## src/shared/flsc_cfg.svh

```systemverilog
`ifndef FLSC_CFG_SVH
`define FLSC_CFG_SVH

// Command codes of the control and store commands.
`define FLSC_CMD_PAGE      8'h00
`define FLSC_CMD_CLEAR     8'h03
`define FLSC_CMD_STORE     8'h15
`define FLSC_CMD_RESTORE   8'h16
// Command codes of the paged word registers.
`define FLSC_CMD_UVF_LIM   8'h44
`define FLSC_CMD_OCF_LIM   8'h46
`define FLSC_CMD_OCW_LIM   8'h4a
`define FLSC_CMD_HOTF_LIM  8'h4f
`define FLSC_CMD_HOTW_LIM  8'h51
`define FLSC_CMD_COLDF_LIM 8'h53
`define FLSC_CMD_ON_WAIT   8'h60
`define FLSC_CMD_ON_RAMP   8'h61
`define FLSC_CMD_ON_TMO    8'h62
`define FLSC_CMD_OFF_WAIT  8'h64
`define FLSC_CMD_OFF_RAMP  8'h65
`define FLSC_CMD_OFF_TMO   8'h66
// Command codes of the paged byte registers.
`define FLSC_CMD_UVF_RSP   8'h45
`define FLSC_CMD_OCF_RSP   8'h47
`define FLSC_CMD_HOTF_RSP  8'h50
`define FLSC_CMD_COLDF_RSP 8'h54
`define FLSC_CMD_INOV_RSP  8'h56
`define FLSC_CMD_ON_TMO_RSP 8'h63
// Command codes of the shared word registers.
`define FLSC_CMD_INOV_LIM  8'h55
`define FLSC_CMD_INUV_LIM  8'h58
// Command codes of the status registers.
`define FLSC_CMD_SUM_BYTE  8'h78
`define FLSC_CMD_SUM_WORD  8'h79
`define FLSC_CMD_VOUT_FLG  8'h7a
`define FLSC_CMD_IOUT_FLG  8'h7b
`define FLSC_CMD_IN_FLG    8'h7c
`define FLSC_CMD_TEMP_FLG  8'h7d

// Reset values loaded as the nonvolatile defaults.
`define FLSC_DEF_UVF_LIM   16'h0e66
`define FLSC_DEF_OCF_LIM   16'hdbb8
`define FLSC_DEF_OCW_LIM   16'hda80
`define FLSC_DEF_HOTF_LIM  16'heb20
`define FLSC_DEF_HOTW_LIM  16'heaa8
`define FLSC_DEF_COLDF_LIM 16'he580
`define FLSC_DEF_ON_WAIT   16'h8000
`define FLSC_DEF_ON_RAMP   16'hd200
`define FLSC_DEF_ON_TMO    16'hd280
`define FLSC_DEF_OFF_WAIT  16'h8000
`define FLSC_DEF_OFF_RAMP  16'hd200
`define FLSC_DEF_OFF_TMO   16'hf258
`define FLSC_DEF_UVF_RSP   16'h00b8
`define FLSC_DEF_OCF_RSP   16'h0000
`define FLSC_DEF_HOTF_RSP  16'h00b8
`define FLSC_DEF_COLDF_RSP 16'h00b8
`define FLSC_DEF_INOV_RSP  16'h0080
`define FLSC_DEF_ON_TMO_RSP 16'h00b8
`define FLSC_DEF_INOV_LIM  16'hd3e0
`define FLSC_DEF_INUV_LIM  16'hcb26
`define FLSC_DEF_PAGE      8'h00
`define FLSC_PAGE_ALL      8'hff

// Status flag bit positions.
`define FLSC_BIT_UV_FAULT  4
`define FLSC_BIT_TON_FAULT 2
`define FLSC_BIT_TOFF_WARN 1
`define FLSC_BIT_OC_FAULT  7
`define FLSC_BIT_OC_WARN   5
`define FLSC_BIT_OV_FAULT  7
`define FLSC_BIT_UV_WARN   5
`define FLSC_BIT_HOT_FAULT 7
`define FLSC_BIT_HOT_WARN  6
`define FLSC_BIT_COLD_FAULT 4

// Time base: one millisecond counted at the 40 ns clock.
`define FLSC_MS_NS         1000000
`define FLSC_CLK_NS        40

`endif

```

## src/shared/flsc_pkg.sv

```systemverilog
package flsc_pkg;

  // Channel sequencing states, Gray coded along the path from SEQ_OFF to SEQ_DECAY.
  typedef enum logic [2:0] {
    SEQ_OFF      = 3'b000,
    SEQ_ON_WAIT  = 3'b001,
    SEQ_RISE     = 3'b011,
    SEQ_ON       = 3'b010,
    SEQ_OFF_WAIT = 3'b110,
    SEQ_FALL     = 3'b111,
    SEQ_DECAY    = 3'b101
  } flsc_seq_type;

endpackage

```

## src/logic/flsc_top.sv

```systemverilog
`timescale 1ns/1ps
`include "flsc_cfg.svh"
// What this block does
// - Paged overcurrent fault threshold, default 0xdbb8.
// - Paged overcurrent fault reaction byte, default zero.
// - Paged overcurrent warning threshold, default 0xda80.
// - Paged hot fault threshold, default 0xeb20.
// - Paged hot fault reaction byte, default 0xb8.
// - Paged hot warning threshold, default 0xeaa8.
// - Paged cold fault threshold, default 0xe580.
// - Paged cold fault reaction byte, default 0xb8.
// - Wait turn-on delay before the rise ramp.
// - Rise ramp lasts the programmed rise time.
// - Flag timeout if output not above undervoltage.
// - Paged turn-on timeout reaction byte, default 0xb8.
// - Wait turn-off delay before the fall ramp.
// - Fall ramp lasts the programmed fall time.
// - Warn if output not below eighth in time.
// - Paged volatile one-byte status summary.
// - Paged volatile two-byte status summary.
// - Shared input supply status byte.
// - Paged temperature status byte.
// - Times use five-bit exponent, eleven-bit mantissa.
// - Voltages are unsigned, scaled by two to minus twelve.
// - Page register picks channel, resets to zero.
// - Store command copies all settings to nonvolatile copy.
module flsc_top #(
  parameter int CHANNELS  = 2,
  parameter int MS_CYCLES = `FLSC_MS_NS / `FLSC_CLK_NS
) (
  input  wire logic                REF_CLK_I,
  input  wire logic                RSTN_I,
  input  wire logic                CE_I,
  input  wire logic                CMD_STB_I,
  input  wire logic                CMD_WR_I,
  input  wire logic [7:0]          CMD_CODE_I,
  input  wire logic [15:0]         CMD_WDATA_I,
  input  wire logic [CHANNELS-1:0] RUN_I,
  input  wire logic [CHANNELS-1:0] OUT_ABOVE_UV_I,
  input  wire logic [CHANNELS-1:0] OUT_BELOW_EIGHTH_I,
  input  wire logic [CHANNELS-1:0] OC_FAULT_I,
  input  wire logic [CHANNELS-1:0] OC_WARN_I,
  input  wire logic [CHANNELS-1:0] HOT_FAULT_I,
  input  wire logic [CHANNELS-1:0] HOT_WARN_I,
  input  wire logic [CHANNELS-1:0] COLD_FAULT_I,
  input  wire logic                IN_OV_FAULT_I,
  input  wire logic                IN_UV_WARN_I,
  output logic                     ACK_O,
  output logic                     ERR_O,
  output logic [15:0]              RDATA_O,
  output logic                     NV_STORE_O,
  output logic [CHANNELS-1:0]      OUT_ON_O,
  output logic [CHANNELS-1:0]      RISE_O,
  output logic [CHANNELS-1:0]      FALL_O
);

  localparam int NREG = 20;
  localparam int NBYTE_FIRST = 12;
  localparam int NSHARED_FIRST = 18;

  // Converts a time in exponent-mantissa form to whole milliseconds.
  function automatic logic [15:0] em_to_ms(input logic [15:0] v);
    logic signed [4:0]  e;
    logic signed [10:0] m;
    logic [31:0]        mag;
    logic [31:0]        q;
    logic [4:0]         sh;
    e   = v[15:11];
    m   = v[10:0];
    mag = 32'h0;
    q   = 32'h0;
    sh  = 5'h0;
    if (m > 0) begin
      mag = {22'h0, m[9:0]};
      if (e >= 0) begin
        q = mag << e;
      end else begin
        sh = 5'(-e);
        q  = mag >> sh;
        if ((q << sh) != mag) begin
          q = q + 32'h1; // Round up so a short time never becomes zero.
        end
      end
    end
    em_to_ms = (q > 32'hffff) ? 16'hffff : q[15:0];
  endfunction

  // Reset value of each stored setting.
  function automatic logic [15:0] def_val(input int i);
    case (i)
      0:  def_val = `FLSC_DEF_UVF_LIM;
      1:  def_val = `FLSC_DEF_OCF_LIM;
      2:  def_val = `FLSC_DEF_OCW_LIM;
      3:  def_val = `FLSC_DEF_HOTF_LIM;
      4:  def_val = `FLSC_DEF_HOTW_LIM;
      5:  def_val = `FLSC_DEF_COLDF_LIM;
      6:  def_val = `FLSC_DEF_ON_WAIT;
      7:  def_val = `FLSC_DEF_ON_RAMP;
      8:  def_val = `FLSC_DEF_ON_TMO;
      9:  def_val = `FLSC_DEF_OFF_WAIT;
      10: def_val = `FLSC_DEF_OFF_RAMP;
      11: def_val = `FLSC_DEF_OFF_TMO;
      12: def_val = `FLSC_DEF_UVF_RSP;
      13: def_val = `FLSC_DEF_OCF_RSP;
      14: def_val = `FLSC_DEF_HOTF_RSP;
      15: def_val = `FLSC_DEF_COLDF_RSP;
      16: def_val = `FLSC_DEF_INOV_RSP;
      17: def_val = `FLSC_DEF_ON_TMO_RSP;
      18: def_val = `FLSC_DEF_INOV_LIM;
      default: def_val = `FLSC_DEF_INUV_LIM;
    endcase
  endfunction

  logic [15:0] cfg_reg [CHANNELS][NREG];
  logic [15:0] nv_reg  [CHANNELS][NREG];
  logic [7:0]  page_reg;
  logic [7:0]  vout_flg_reg [CHANNELS];
  logic [7:0]  iout_flg_reg [CHANNELS];
  logic [7:0]  temp_flg_reg [CHANNELS];
  logic [7:0]  in_flg_reg;
  logic [31:0] tick_cnt_reg;
  logic        ms_tick;
  logic        hit;
  logic [4:0]  idx;
  logic        wide;
  logic        paged;
  logic        ch_sel;
  logic        wr;
  logic        rd_ok;
  logic [15:0] rd_val;
  logic        clr_all;
  logic [CHANNELS-1:0] ton_flt;
  logic [CHANNELS-1:0] toff_wrn;

  // Decodes a command code into a storage index.
  always_comb begin
    hit = 1'b1;
    idx = 5'd0;
    case (CMD_CODE_I)
      `FLSC_CMD_UVF_LIM:    idx = 5'd0;
      `FLSC_CMD_OCF_LIM:    idx = 5'd1;
      `FLSC_CMD_OCW_LIM:    idx = 5'd2;
      `FLSC_CMD_HOTF_LIM:   idx = 5'd3;
      `FLSC_CMD_HOTW_LIM:   idx = 5'd4;
      `FLSC_CMD_COLDF_LIM:  idx = 5'd5;
      `FLSC_CMD_ON_WAIT:    idx = 5'd6;
      `FLSC_CMD_ON_RAMP:    idx = 5'd7;
      `FLSC_CMD_ON_TMO:     idx = 5'd8;
      `FLSC_CMD_OFF_WAIT:   idx = 5'd9;
      `FLSC_CMD_OFF_RAMP:   idx = 5'd10;
      `FLSC_CMD_OFF_TMO:    idx = 5'd11;
      `FLSC_CMD_UVF_RSP:    idx = 5'd12;
      `FLSC_CMD_OCF_RSP:    idx = 5'd13;
      `FLSC_CMD_HOTF_RSP:   idx = 5'd14;
      `FLSC_CMD_COLDF_RSP:  idx = 5'd15;
      `FLSC_CMD_INOV_RSP:   idx = 5'd16;
      `FLSC_CMD_ON_TMO_RSP: idx = 5'd17;
      `FLSC_CMD_INOV_LIM:   idx = 5'd18;
      `FLSC_CMD_INUV_LIM:   idx = 5'd19;
      default:              hit = 1'b0;
    endcase
    wide  = (idx < 5'(NBYTE_FIRST)) || (idx >= 5'(NSHARED_FIRST));
    paged = idx < 5'(NSHARED_FIRST);
  end

  // Paged commands use the page register; shared ones use slot zero.
  assign ch_sel  = paged ? page_reg[0] : 1'b0;
  assign wr      = CE_I && CMD_STB_I && CMD_WR_I;
  assign clr_all = wr && (CMD_CODE_I == `FLSC_CMD_CLEAR);

  // Read multiplexer; unknown codes and bad page values are refused.
  always_comb begin
    rd_ok  = 1'b1;
    rd_val = 16'h0;
    if (hit) begin
      rd_val = cfg_reg[ch_sel][idx];
    end else begin
      case (CMD_CODE_I)
        `FLSC_CMD_PAGE:     rd_val = {8'h0, page_reg};
        `FLSC_CMD_SUM_BYTE: rd_val = {8'h0, 1'b0, !OUT_ON_O[page_reg[0]],
                                      1'b0, iout_flg_reg[page_reg[0]][`FLSC_BIT_OC_FAULT],
                                      1'b0, |temp_flg_reg[page_reg[0]], 2'b0};
        `FLSC_CMD_SUM_WORD: rd_val = {|vout_flg_reg[page_reg[0]],
                                      |iout_flg_reg[page_reg[0]], |in_flg_reg, 5'h0,
                                      1'b0, !OUT_ON_O[page_reg[0]],
                                      1'b0, iout_flg_reg[page_reg[0]][`FLSC_BIT_OC_FAULT],
                                      1'b0, |temp_flg_reg[page_reg[0]], 2'b0};
        `FLSC_CMD_VOUT_FLG: rd_val = {8'h0, vout_flg_reg[page_reg[0]]};
        `FLSC_CMD_IOUT_FLG: rd_val = {8'h0, iout_flg_reg[page_reg[0]]};
        `FLSC_CMD_IN_FLG:   rd_val = {8'h0, in_flg_reg};
        `FLSC_CMD_TEMP_FLG: rd_val = {8'h0, temp_flg_reg[page_reg[0]]};
        `FLSC_CMD_CLEAR,
        `FLSC_CMD_STORE,
        `FLSC_CMD_RESTORE:  rd_val = 16'h0;
        default:            rd_ok  = 1'b0;
      endcase
    end
    if (CMD_WR_I && CMD_CODE_I == `FLSC_CMD_PAGE && CMD_WDATA_I[7:0] > 8'h01
        && CMD_WDATA_I[7:0] != `FLSC_PAGE_ALL) begin
      rd_ok = 1'b0;
    end
  end

  // Answer port: acknowledge or error one cycle after the strobe.
  always_ff @(posedge REF_CLK_I or negedge RSTN_I) begin
    if (!RSTN_I) begin
      ACK_O      <= 1'b0;
      ERR_O      <= 1'b0;
      RDATA_O    <= 16'h0;
      NV_STORE_O <= 1'b0;
    end else if (CE_I) begin
      ACK_O      <= CMD_STB_I && rd_ok;
      ERR_O      <= CMD_STB_I && !rd_ok;
      NV_STORE_O <= wr && (CMD_CODE_I == `FLSC_CMD_STORE);
      if (CMD_STB_I && !CMD_WR_I) begin
        RDATA_O <= rd_val;
      end
    end
  end

  // Page select register.
  always_ff @(posedge REF_CLK_I or negedge RSTN_I) begin
    if (!RSTN_I) begin
      page_reg <= `FLSC_DEF_PAGE;
    end else if (wr && rd_ok && CMD_CODE_I == `FLSC_CMD_PAGE) begin
      page_reg <= CMD_WDATA_I[7:0];
    end
  end

  // Working settings and their nonvolatile copy; byte registers keep 8 bits.
  always_ff @(posedge REF_CLK_I or negedge RSTN_I) begin
    if (!RSTN_I) begin
      for (int c = 0; c < CHANNELS; c++) begin
        for (int i = 0; i < NREG; i++) begin
          cfg_reg[c][i] <= def_val(i);
          nv_reg[c][i]  <= def_val(i);
        end
      end
    end else if (wr) begin
      if (CMD_CODE_I == `FLSC_CMD_STORE) begin
        nv_reg <= cfg_reg;
      end else if (CMD_CODE_I == `FLSC_CMD_RESTORE) begin
        cfg_reg <= nv_reg;
      end else if (hit) begin
        for (int c = 0; c < CHANNELS; c++) begin
          if (paged ? (page_reg == `FLSC_PAGE_ALL || 1'(c) == page_reg[0]) : c == 0) begin
            cfg_reg[c][idx] <= wide ? CMD_WDATA_I : {8'h0, CMD_WDATA_I[7:0]};
          end
        end
      end
    end
  end

  // Free-running millisecond tick for the sequencing timers.
  always_ff @(posedge REF_CLK_I or negedge RSTN_I) begin
    if (!RSTN_I) begin
      tick_cnt_reg <= 32'h0;
    end else if (CE_I) begin
      tick_cnt_reg <= ms_tick ? 32'h0 : tick_cnt_reg + 32'h1;
    end
  end
  assign ms_tick = tick_cnt_reg == 32'(MS_CYCLES - 1);

  // Shared input flags: set wins over a write-one clear.
  always_ff @(posedge REF_CLK_I or negedge RSTN_I) begin
    if (!RSTN_I) begin
      in_flg_reg <= 8'h0;
    end else if (CE_I) begin
      in_flg_reg <= (clr_all ? 8'h0 : in_flg_reg & ~((wr && CMD_CODE_I == `FLSC_CMD_IN_FLG)
                    ? CMD_WDATA_I[7:0] : 8'h0))
                    | (8'(IN_OV_FAULT_I) << `FLSC_BIT_OV_FAULT)
                    | (8'(IN_UV_WARN_I) << `FLSC_BIT_UV_WARN);
    end
  end

  for (genvar c = 0; c < CHANNELS; c++) begin : g_ch
    flsc_pkg::flsc_seq_type state_reg;
    flsc_pkg::flsc_seq_type state_next;
    logic [15:0] cnt_reg;
    logic [15:0] ton_cnt_reg;
    logic        uv_ok_reg;
    logic        sel;
    logic [7:0]  vclr;
    logic [7:0]  iclr;
    logic [7:0]  tclr;

    assign sel  = wr && (page_reg == `FLSC_PAGE_ALL || page_reg[0] == 1'(c));
    assign vclr = (sel && CMD_CODE_I == `FLSC_CMD_VOUT_FLG) ? CMD_WDATA_I[7:0] : 8'h0;
    assign iclr = (sel && CMD_CODE_I == `FLSC_CMD_IOUT_FLG) ? CMD_WDATA_I[7:0] : 8'h0;
    assign tclr = (sel && CMD_CODE_I == `FLSC_CMD_TEMP_FLG) ? CMD_WDATA_I[7:0] : 8'h0;

    // Next sequencing state from run level, timers and output monitors.
    always_comb begin
      state_next = state_reg;
      unique case (state_reg)
        flsc_pkg::SEQ_OFF:
          if (RUN_I[c]) state_next = flsc_pkg::SEQ_ON_WAIT;
        flsc_pkg::SEQ_ON_WAIT:
          if (!RUN_I[c]) state_next = flsc_pkg::SEQ_OFF;
          else if (cnt_reg >= em_to_ms(cfg_reg[c][6])) state_next = flsc_pkg::SEQ_RISE;
        flsc_pkg::SEQ_RISE:
          if (!RUN_I[c]) state_next = flsc_pkg::SEQ_OFF_WAIT;
          else if (cnt_reg >= em_to_ms(cfg_reg[c][7])) state_next = flsc_pkg::SEQ_ON;
        flsc_pkg::SEQ_ON:
          if (!RUN_I[c]) state_next = flsc_pkg::SEQ_OFF_WAIT;
        flsc_pkg::SEQ_OFF_WAIT:
          if (RUN_I[c]) state_next = flsc_pkg::SEQ_ON;
          else if (cnt_reg >= em_to_ms(cfg_reg[c][9])) state_next = flsc_pkg::SEQ_FALL;
        flsc_pkg::SEQ_FALL:
          if (cnt_reg >= em_to_ms(cfg_reg[c][10])) state_next = flsc_pkg::SEQ_DECAY;
        flsc_pkg::SEQ_DECAY:
          if (OUT_BELOW_EIGHTH_I[c] || toff_wrn[c]) state_next = flsc_pkg::SEQ_OFF;
        default:
          state_next = flsc_pkg::SEQ_OFF;
      endcase
    end

    // Timeout events: turn-on measured from the rise start, decay from fall end.
    assign ton_flt[c]  = uv_ok_reg == 1'b0 && !OUT_ABOVE_UV_I[c]
                         && (state_reg == flsc_pkg::SEQ_RISE || state_reg == flsc_pkg::SEQ_ON)
                         && ton_cnt_reg >= em_to_ms(cfg_reg[c][8]);
    assign toff_wrn[c] = state_reg == flsc_pkg::SEQ_DECAY && !OUT_BELOW_EIGHTH_I[c]
                         && cnt_reg >= em_to_ms(cfg_reg[c][11]);

    // State register and per-state millisecond counter.
    always_ff @(posedge REF_CLK_I or negedge RSTN_I) begin
      if (!RSTN_I) begin
        state_reg <= flsc_pkg::SEQ_OFF;
        cnt_reg   <= 16'h0;
      end else if (CE_I) begin
        state_reg <= state_next;
        if (state_next != state_reg) begin
          cnt_reg <= 16'h0;
        end else if (ms_tick && cnt_reg != 16'hffff) begin
          cnt_reg <= cnt_reg + 16'h1;
        end
      end
    end

    // Turn-on timeout counter runs from the rise start; uv_ok_reg latches once the output clears undervoltage.
    always_ff @(posedge REF_CLK_I or negedge RSTN_I) begin
      if (!RSTN_I) begin
        ton_cnt_reg <= 16'h0;
        uv_ok_reg   <= 1'b0;
      end else if (CE_I) begin
        if (state_reg == flsc_pkg::SEQ_ON_WAIT) begin
          ton_cnt_reg <= 16'h0;
          uv_ok_reg   <= 1'b0;
        end else begin
          if (OUT_ABOVE_UV_I[c] || ton_flt[c]) uv_ok_reg <= 1'b1;
          if (ms_tick && ton_cnt_reg != 16'hffff) ton_cnt_reg <= ton_cnt_reg + 16'h1;
        end
      end
    end

    // Sticky channel flags: set wins over clear.
    always_ff @(posedge REF_CLK_I or negedge RSTN_I) begin
      if (!RSTN_I) begin
        vout_flg_reg[c] <= 8'h0;
        iout_flg_reg[c] <= 8'h0;
        temp_flg_reg[c] <= 8'h0;
      end else if (CE_I) begin
        vout_flg_reg[c] <= (clr_all ? 8'h0 : vout_flg_reg[c] & ~vclr)
          | (8'(uv_ok_reg == 1'b0 && ton_flt[c]) << `FLSC_BIT_TON_FAULT)
          | (8'(toff_wrn[c]) << `FLSC_BIT_TOFF_WARN)
          | (8'(state_reg == flsc_pkg::SEQ_ON && !OUT_ABOVE_UV_I[c])
             << `FLSC_BIT_UV_FAULT);
        iout_flg_reg[c] <= (clr_all ? 8'h0 : iout_flg_reg[c] & ~iclr)
          | (8'(OC_FAULT_I[c]) << `FLSC_BIT_OC_FAULT)
          | (8'(OC_WARN_I[c]) << `FLSC_BIT_OC_WARN);
        temp_flg_reg[c] <= (clr_all ? 8'h0 : temp_flg_reg[c] & ~tclr)
          | (8'(HOT_FAULT_I[c]) << `FLSC_BIT_HOT_FAULT)
          | (8'(HOT_WARN_I[c]) << `FLSC_BIT_HOT_WARN)
          | (8'(COLD_FAULT_I[c]) << `FLSC_BIT_COLD_FAULT);
      end
    end

    // Sequencing state seen at the pins.
    assign OUT_ON_O[c] = state_reg != flsc_pkg::SEQ_OFF && state_reg != flsc_pkg::SEQ_ON_WAIT;
    assign RISE_O[c]   = state_reg == flsc_pkg::SEQ_RISE;
    assign FALL_O[c]   = state_reg == flsc_pkg::SEQ_FALL;
  end

endmodule // flsc_top

```

## config.mk

```make
export PLATFORM = sky130hd
export DESIGN_NAME = flsc_top
export DESIGN_NICKNAME = d
export VERILOG_FILES = /design/src/shared/flsc_pkg.sv /design/src/logic/flsc_top.sv
export VERILOG_INCLUDE_DIRS = /design/src /design/src/shared
export SDC_FILE = /design/constraint.sdc
export NUM_CORES = 2
export LEC_CHECK = 0
export ABC_CLOCK_PERIOD_IN_PS = 13600
export BUFFER_PORTS_ARGS = -buffer_cell sky130_fd_sc_hd__buf_2
export CAP_MARGIN = 20
export CORE_UTILIZATION = 50
export CTS_CLUSTER_DIAMETER = 150
export CTS_CLUSTER_SIZE = 24
export DETAILED_ROUTE_END_ITERATION = 8
export PLACE_DENSITY = 0.65
export SYNTH_ARGS = -nofsm -noshare
export SYNTH_HDL_FRONTEND = slang
export SYNTH_SLANG_ARGS = --single-unit
```

## constraint.sdc

```tcl
create_clock -name REF_CLK_I -period 13.6 [get_ports REF_CLK_I]
set_input_delay 1.36 -clock REF_CLK_I [delete_from_list [all_inputs] [get_ports REF_CLK_I]]
set_output_delay 1.36 -clock REF_CLK_I [all_outputs]
set_load 0.02 [all_outputs]
```

==> flow_metrics.tcl <==
set metrics [dict create \
    gp_congestion 0.9834 \
    crit_chain "buf_4 -> clkinv_1 -> ha_1 -> mux4_2 -> a21boi_0 -> o21ai_0 -> a21oi_1 -> a41oi_1 -> a2111oi_0 -> nand4_1 -> xor2_1 -> a221o_1 -> ha_1 -> nand2b_1 -> a21o_1 -> a21o_1 -> a211oi_1 -> o21ai_0 -> a221oi_1 -> o21ai_0 -> nor4b_1 -> a21oi_1 -> nor2_1" \
    vias_per_cell 6.598 \
    final_max_slew_viol_count 0 \
    ys_types 106 \
    syn_avg_cell_area_um2 8.214 \
    overflow 0 \
    drt_iter0_markers 10480 \
    postLayoutCoreUtil_pct 52.56 \
    fin_crit_sh_pct 64.58 \
    worstPathArrival_ns 9.45 \
    hold_viol_final 0 \
    wl_per_cell_um 26.07 \
    max_cap_viol_count 0 \
    fin_setup_tns_ns 0 \
    hold_buffers 0 \
    seq_area_um2 37210 \
    yosysTopAreaCell "dfrtp_1" \
    power_uw 7818 \
    synthCells 11290 \
    drcViolationCount 0 \
    grt_pass1_wl_um 521500 \
    n_fill_cell 17210 \
    areaGrowthSynthToFinish_pct 4.069 \
    clk_latency_ns 0.77 \
    slowest_delay_ns 1.14 \
    p_leak_uw 0.03943 \
    cp-start-kind "flip-flop" \
    crit_family "compound AO/OA/AOI/OAI gates" \
    yosys_warnings 0 \
    clkSlewWorstSetupHoldPaths_ns 0.11 \
    cts_resized 0 \
    synth_area_um2 92770 \
    die_h_um 432.7 \
    start_util_pct 50.51 \
    hold_class "reg2reg" \
    multi_input_area_um2 51420 \
    yosysSeqAreaShare_pct 40.11 \
    ant_nets 0 \
    synth_edf_count 0 \
    num_rows 157 \
    hpwl_um 220600 \
    clockRootBuffer "clkbuf_16" \
    path_class "reg2reg" \
    max_freq_ghz 0.1139 \
    stdcell_area_um2 96540 \
    yosysMostFrequentCell "nand2_1" \
    synth_flop_cell "dfrtp_1" \
    ir_worst_vdd_v 0.0001101 \
    grt_pass1_vias 83230 \
    clock_skew_ns 0.03031 \
    clock_path_buffers 3 \
    cts_max_level 3 \
    vias 87090 \
    grt_antenna_before_repair 18 \
    postCtsSetupBuffers 0 \
    drive_above_1_share_pct 10.34 \
    crit_fanout 35 \
    numCtsBuffers 71 \
    slew_headroom_pct 12.37 \
    ios 72 \
    synth-seq-cells 1467 \
    final_nets 10950 \
    port_buffers 71 \
    synth_area_leaders "dfrtp_1, nand2_1, dfstp_2" \
    max_slew.worst_pin.slew_ns 1.306 \
    async_flop_share_pct 100.0 \
    hold_ws_ns 0.4490 \
    finalSetupViolations 0 \
    core_area_um2 183700 \
    cpMaxStageDelayCell "ha_1" \
    rsz0062_at_grt "false" \
    cp-end-kind "flip-flop" \
    grtUsageTotal_pct 35.94 \
    drt_pass1_iterations 7 \
    p_per_area_nw_per_um2 80.98 \
    die_x_um 432.7 \
    required_ns 14.27 \
    min_period_ns 8.783 \
    wirelength_um 344100 \
    yosys.area.top_type_share_pct 28.78 \
    syn-num-nets 11570 \
    die_area_um2 187300 \
    cts_tree "yes" \
    status "finished clean" \
    crit_buf_inv 2 \
    placed_area_um2 94320 \
    grt_max_degree 203 \
    cts.sinks 1467 \
    timing.critical_path.mode_cell "o21ai_0" \
    synthTopCellsByCount "nand2_1, dfrtp_1, o21ai_0, clkbuf_1, nor2_1" \
]
tightest hold or removal path: stages, from the launching register on:
cell     delay [ns]
dfstp_2        0.39
nand2_1        0.05
nand2_1        0.04
layout by cell type, fill, tap and decap left out, types with 23 or more instances in the layout:
master	n
a211oi_1	69
buf_2	64
inv_1	129
o21ai_0	880
nor2b_1	46
nand4_1	120
ha_1	233
xnor2_1	92
or3_1	25
xor2_1	86
nand2b_1	57
buf_4	190
a21o_1	105
nand3_1	242
dfstp_2	400
o211ai_1	53
nor2_1	517
mux2_2	100
a31oi_1	118
o31ai_1	38
nor3_1	138
a221oi_1	91
o22ai_1	45
mux4_2	137
a22oi_1	519
dfrtp_1	1066
nand2_1	3314
a21oi_1	414
and2_1	69
a311oi_1	87
o2111ai_1	24
o21a_1	23
a22o_1	100
mux2i_1	233
and3_1	134
clkbuf_1	50
nor4_1	87
clkbuf_16	72
nor3b_1	40
o21ai_1	31
stage by stage:
step / worst slack, ns / cells
6_report: 4.817 / 13200
4_1_cts: 5.045 / 13180
3_5_place_dp: 5.064 / 13050
3_3_place_gp: 5.035 / 13050
2_1_floorplan: 6.843 / 11290
5_1_grt: 4.136 / 13200
cell families after synthesis:
logic type / Yosys count / share of synthesized area [%]
muxes: 475 / 7.162
xor gates and xnor gates: 178 / 1.681
buffers and inverters: 1118 / 4.718
adders and majority gates: 234 / 3.153
AOI/OAI and AO/OA: 2880 / 20.39
and+or+nand+nor: 4942 / 22.78
DFF: 1467 / 40.11
layer usage:
metal | GRT usage, % | up-vias | wire [um]
met3 | 6.120 | 798 | 28930
met5 | 0 | - | 167
met1 | 48.27 | 43330 | 140400
met2 | 55.40 | 4187 | 154200
li1 | - | 38760 | -
met4 | 19.21 | 24 | 20290
power breakdown:
group	total (uW)	switching (uW)	internal, uW	leakage (uW)
registers	4520	99.3	4430	0.0189
logic	717	541	176	0.0195
clock network	2580	1540	1030	0.00100
cell type report:
| type | count | share of cell area, % |
|---|---|---|
| inverters | 146 | 0.5677 |
| flip-flops and latches | 1467 | 38.55 |
| diodes | 6 | 0.01555 |
| clock buffers | 123 | 2.075 |
| well taps | 2464 | 3.193 |
| multi-input cells | 8709 | 53.26 |
| clock inverters | 7 | 0.1153 |
| repair buffers | 278 | 2.227 |
worst paths after layout:
path | end | cells past startpoint | from | slack (ns)
worst max-delay path | g_ch[0].cnt_reg[4] | 23 | cfg_reg[539] | 4.82
worst min-delay path | nv_reg[351] | 2 | cfg_reg[351] | 0.45
worst max register to register | g_ch[0].cnt_reg[4] | 23 | cfg_reg[539] | 4.82
worst min register to register | nv_reg[351] | 2 | cfg_reg[351] | 0.45
max in group asynchronous | page_reg[0] | 4 | RSTN_I | 9.61
min in group asynchronous | g_ch[1].cnt_reg[9] | 1 | RSTN_I | 0.50
Note: power is estimated with default switching activity, not from simulation.
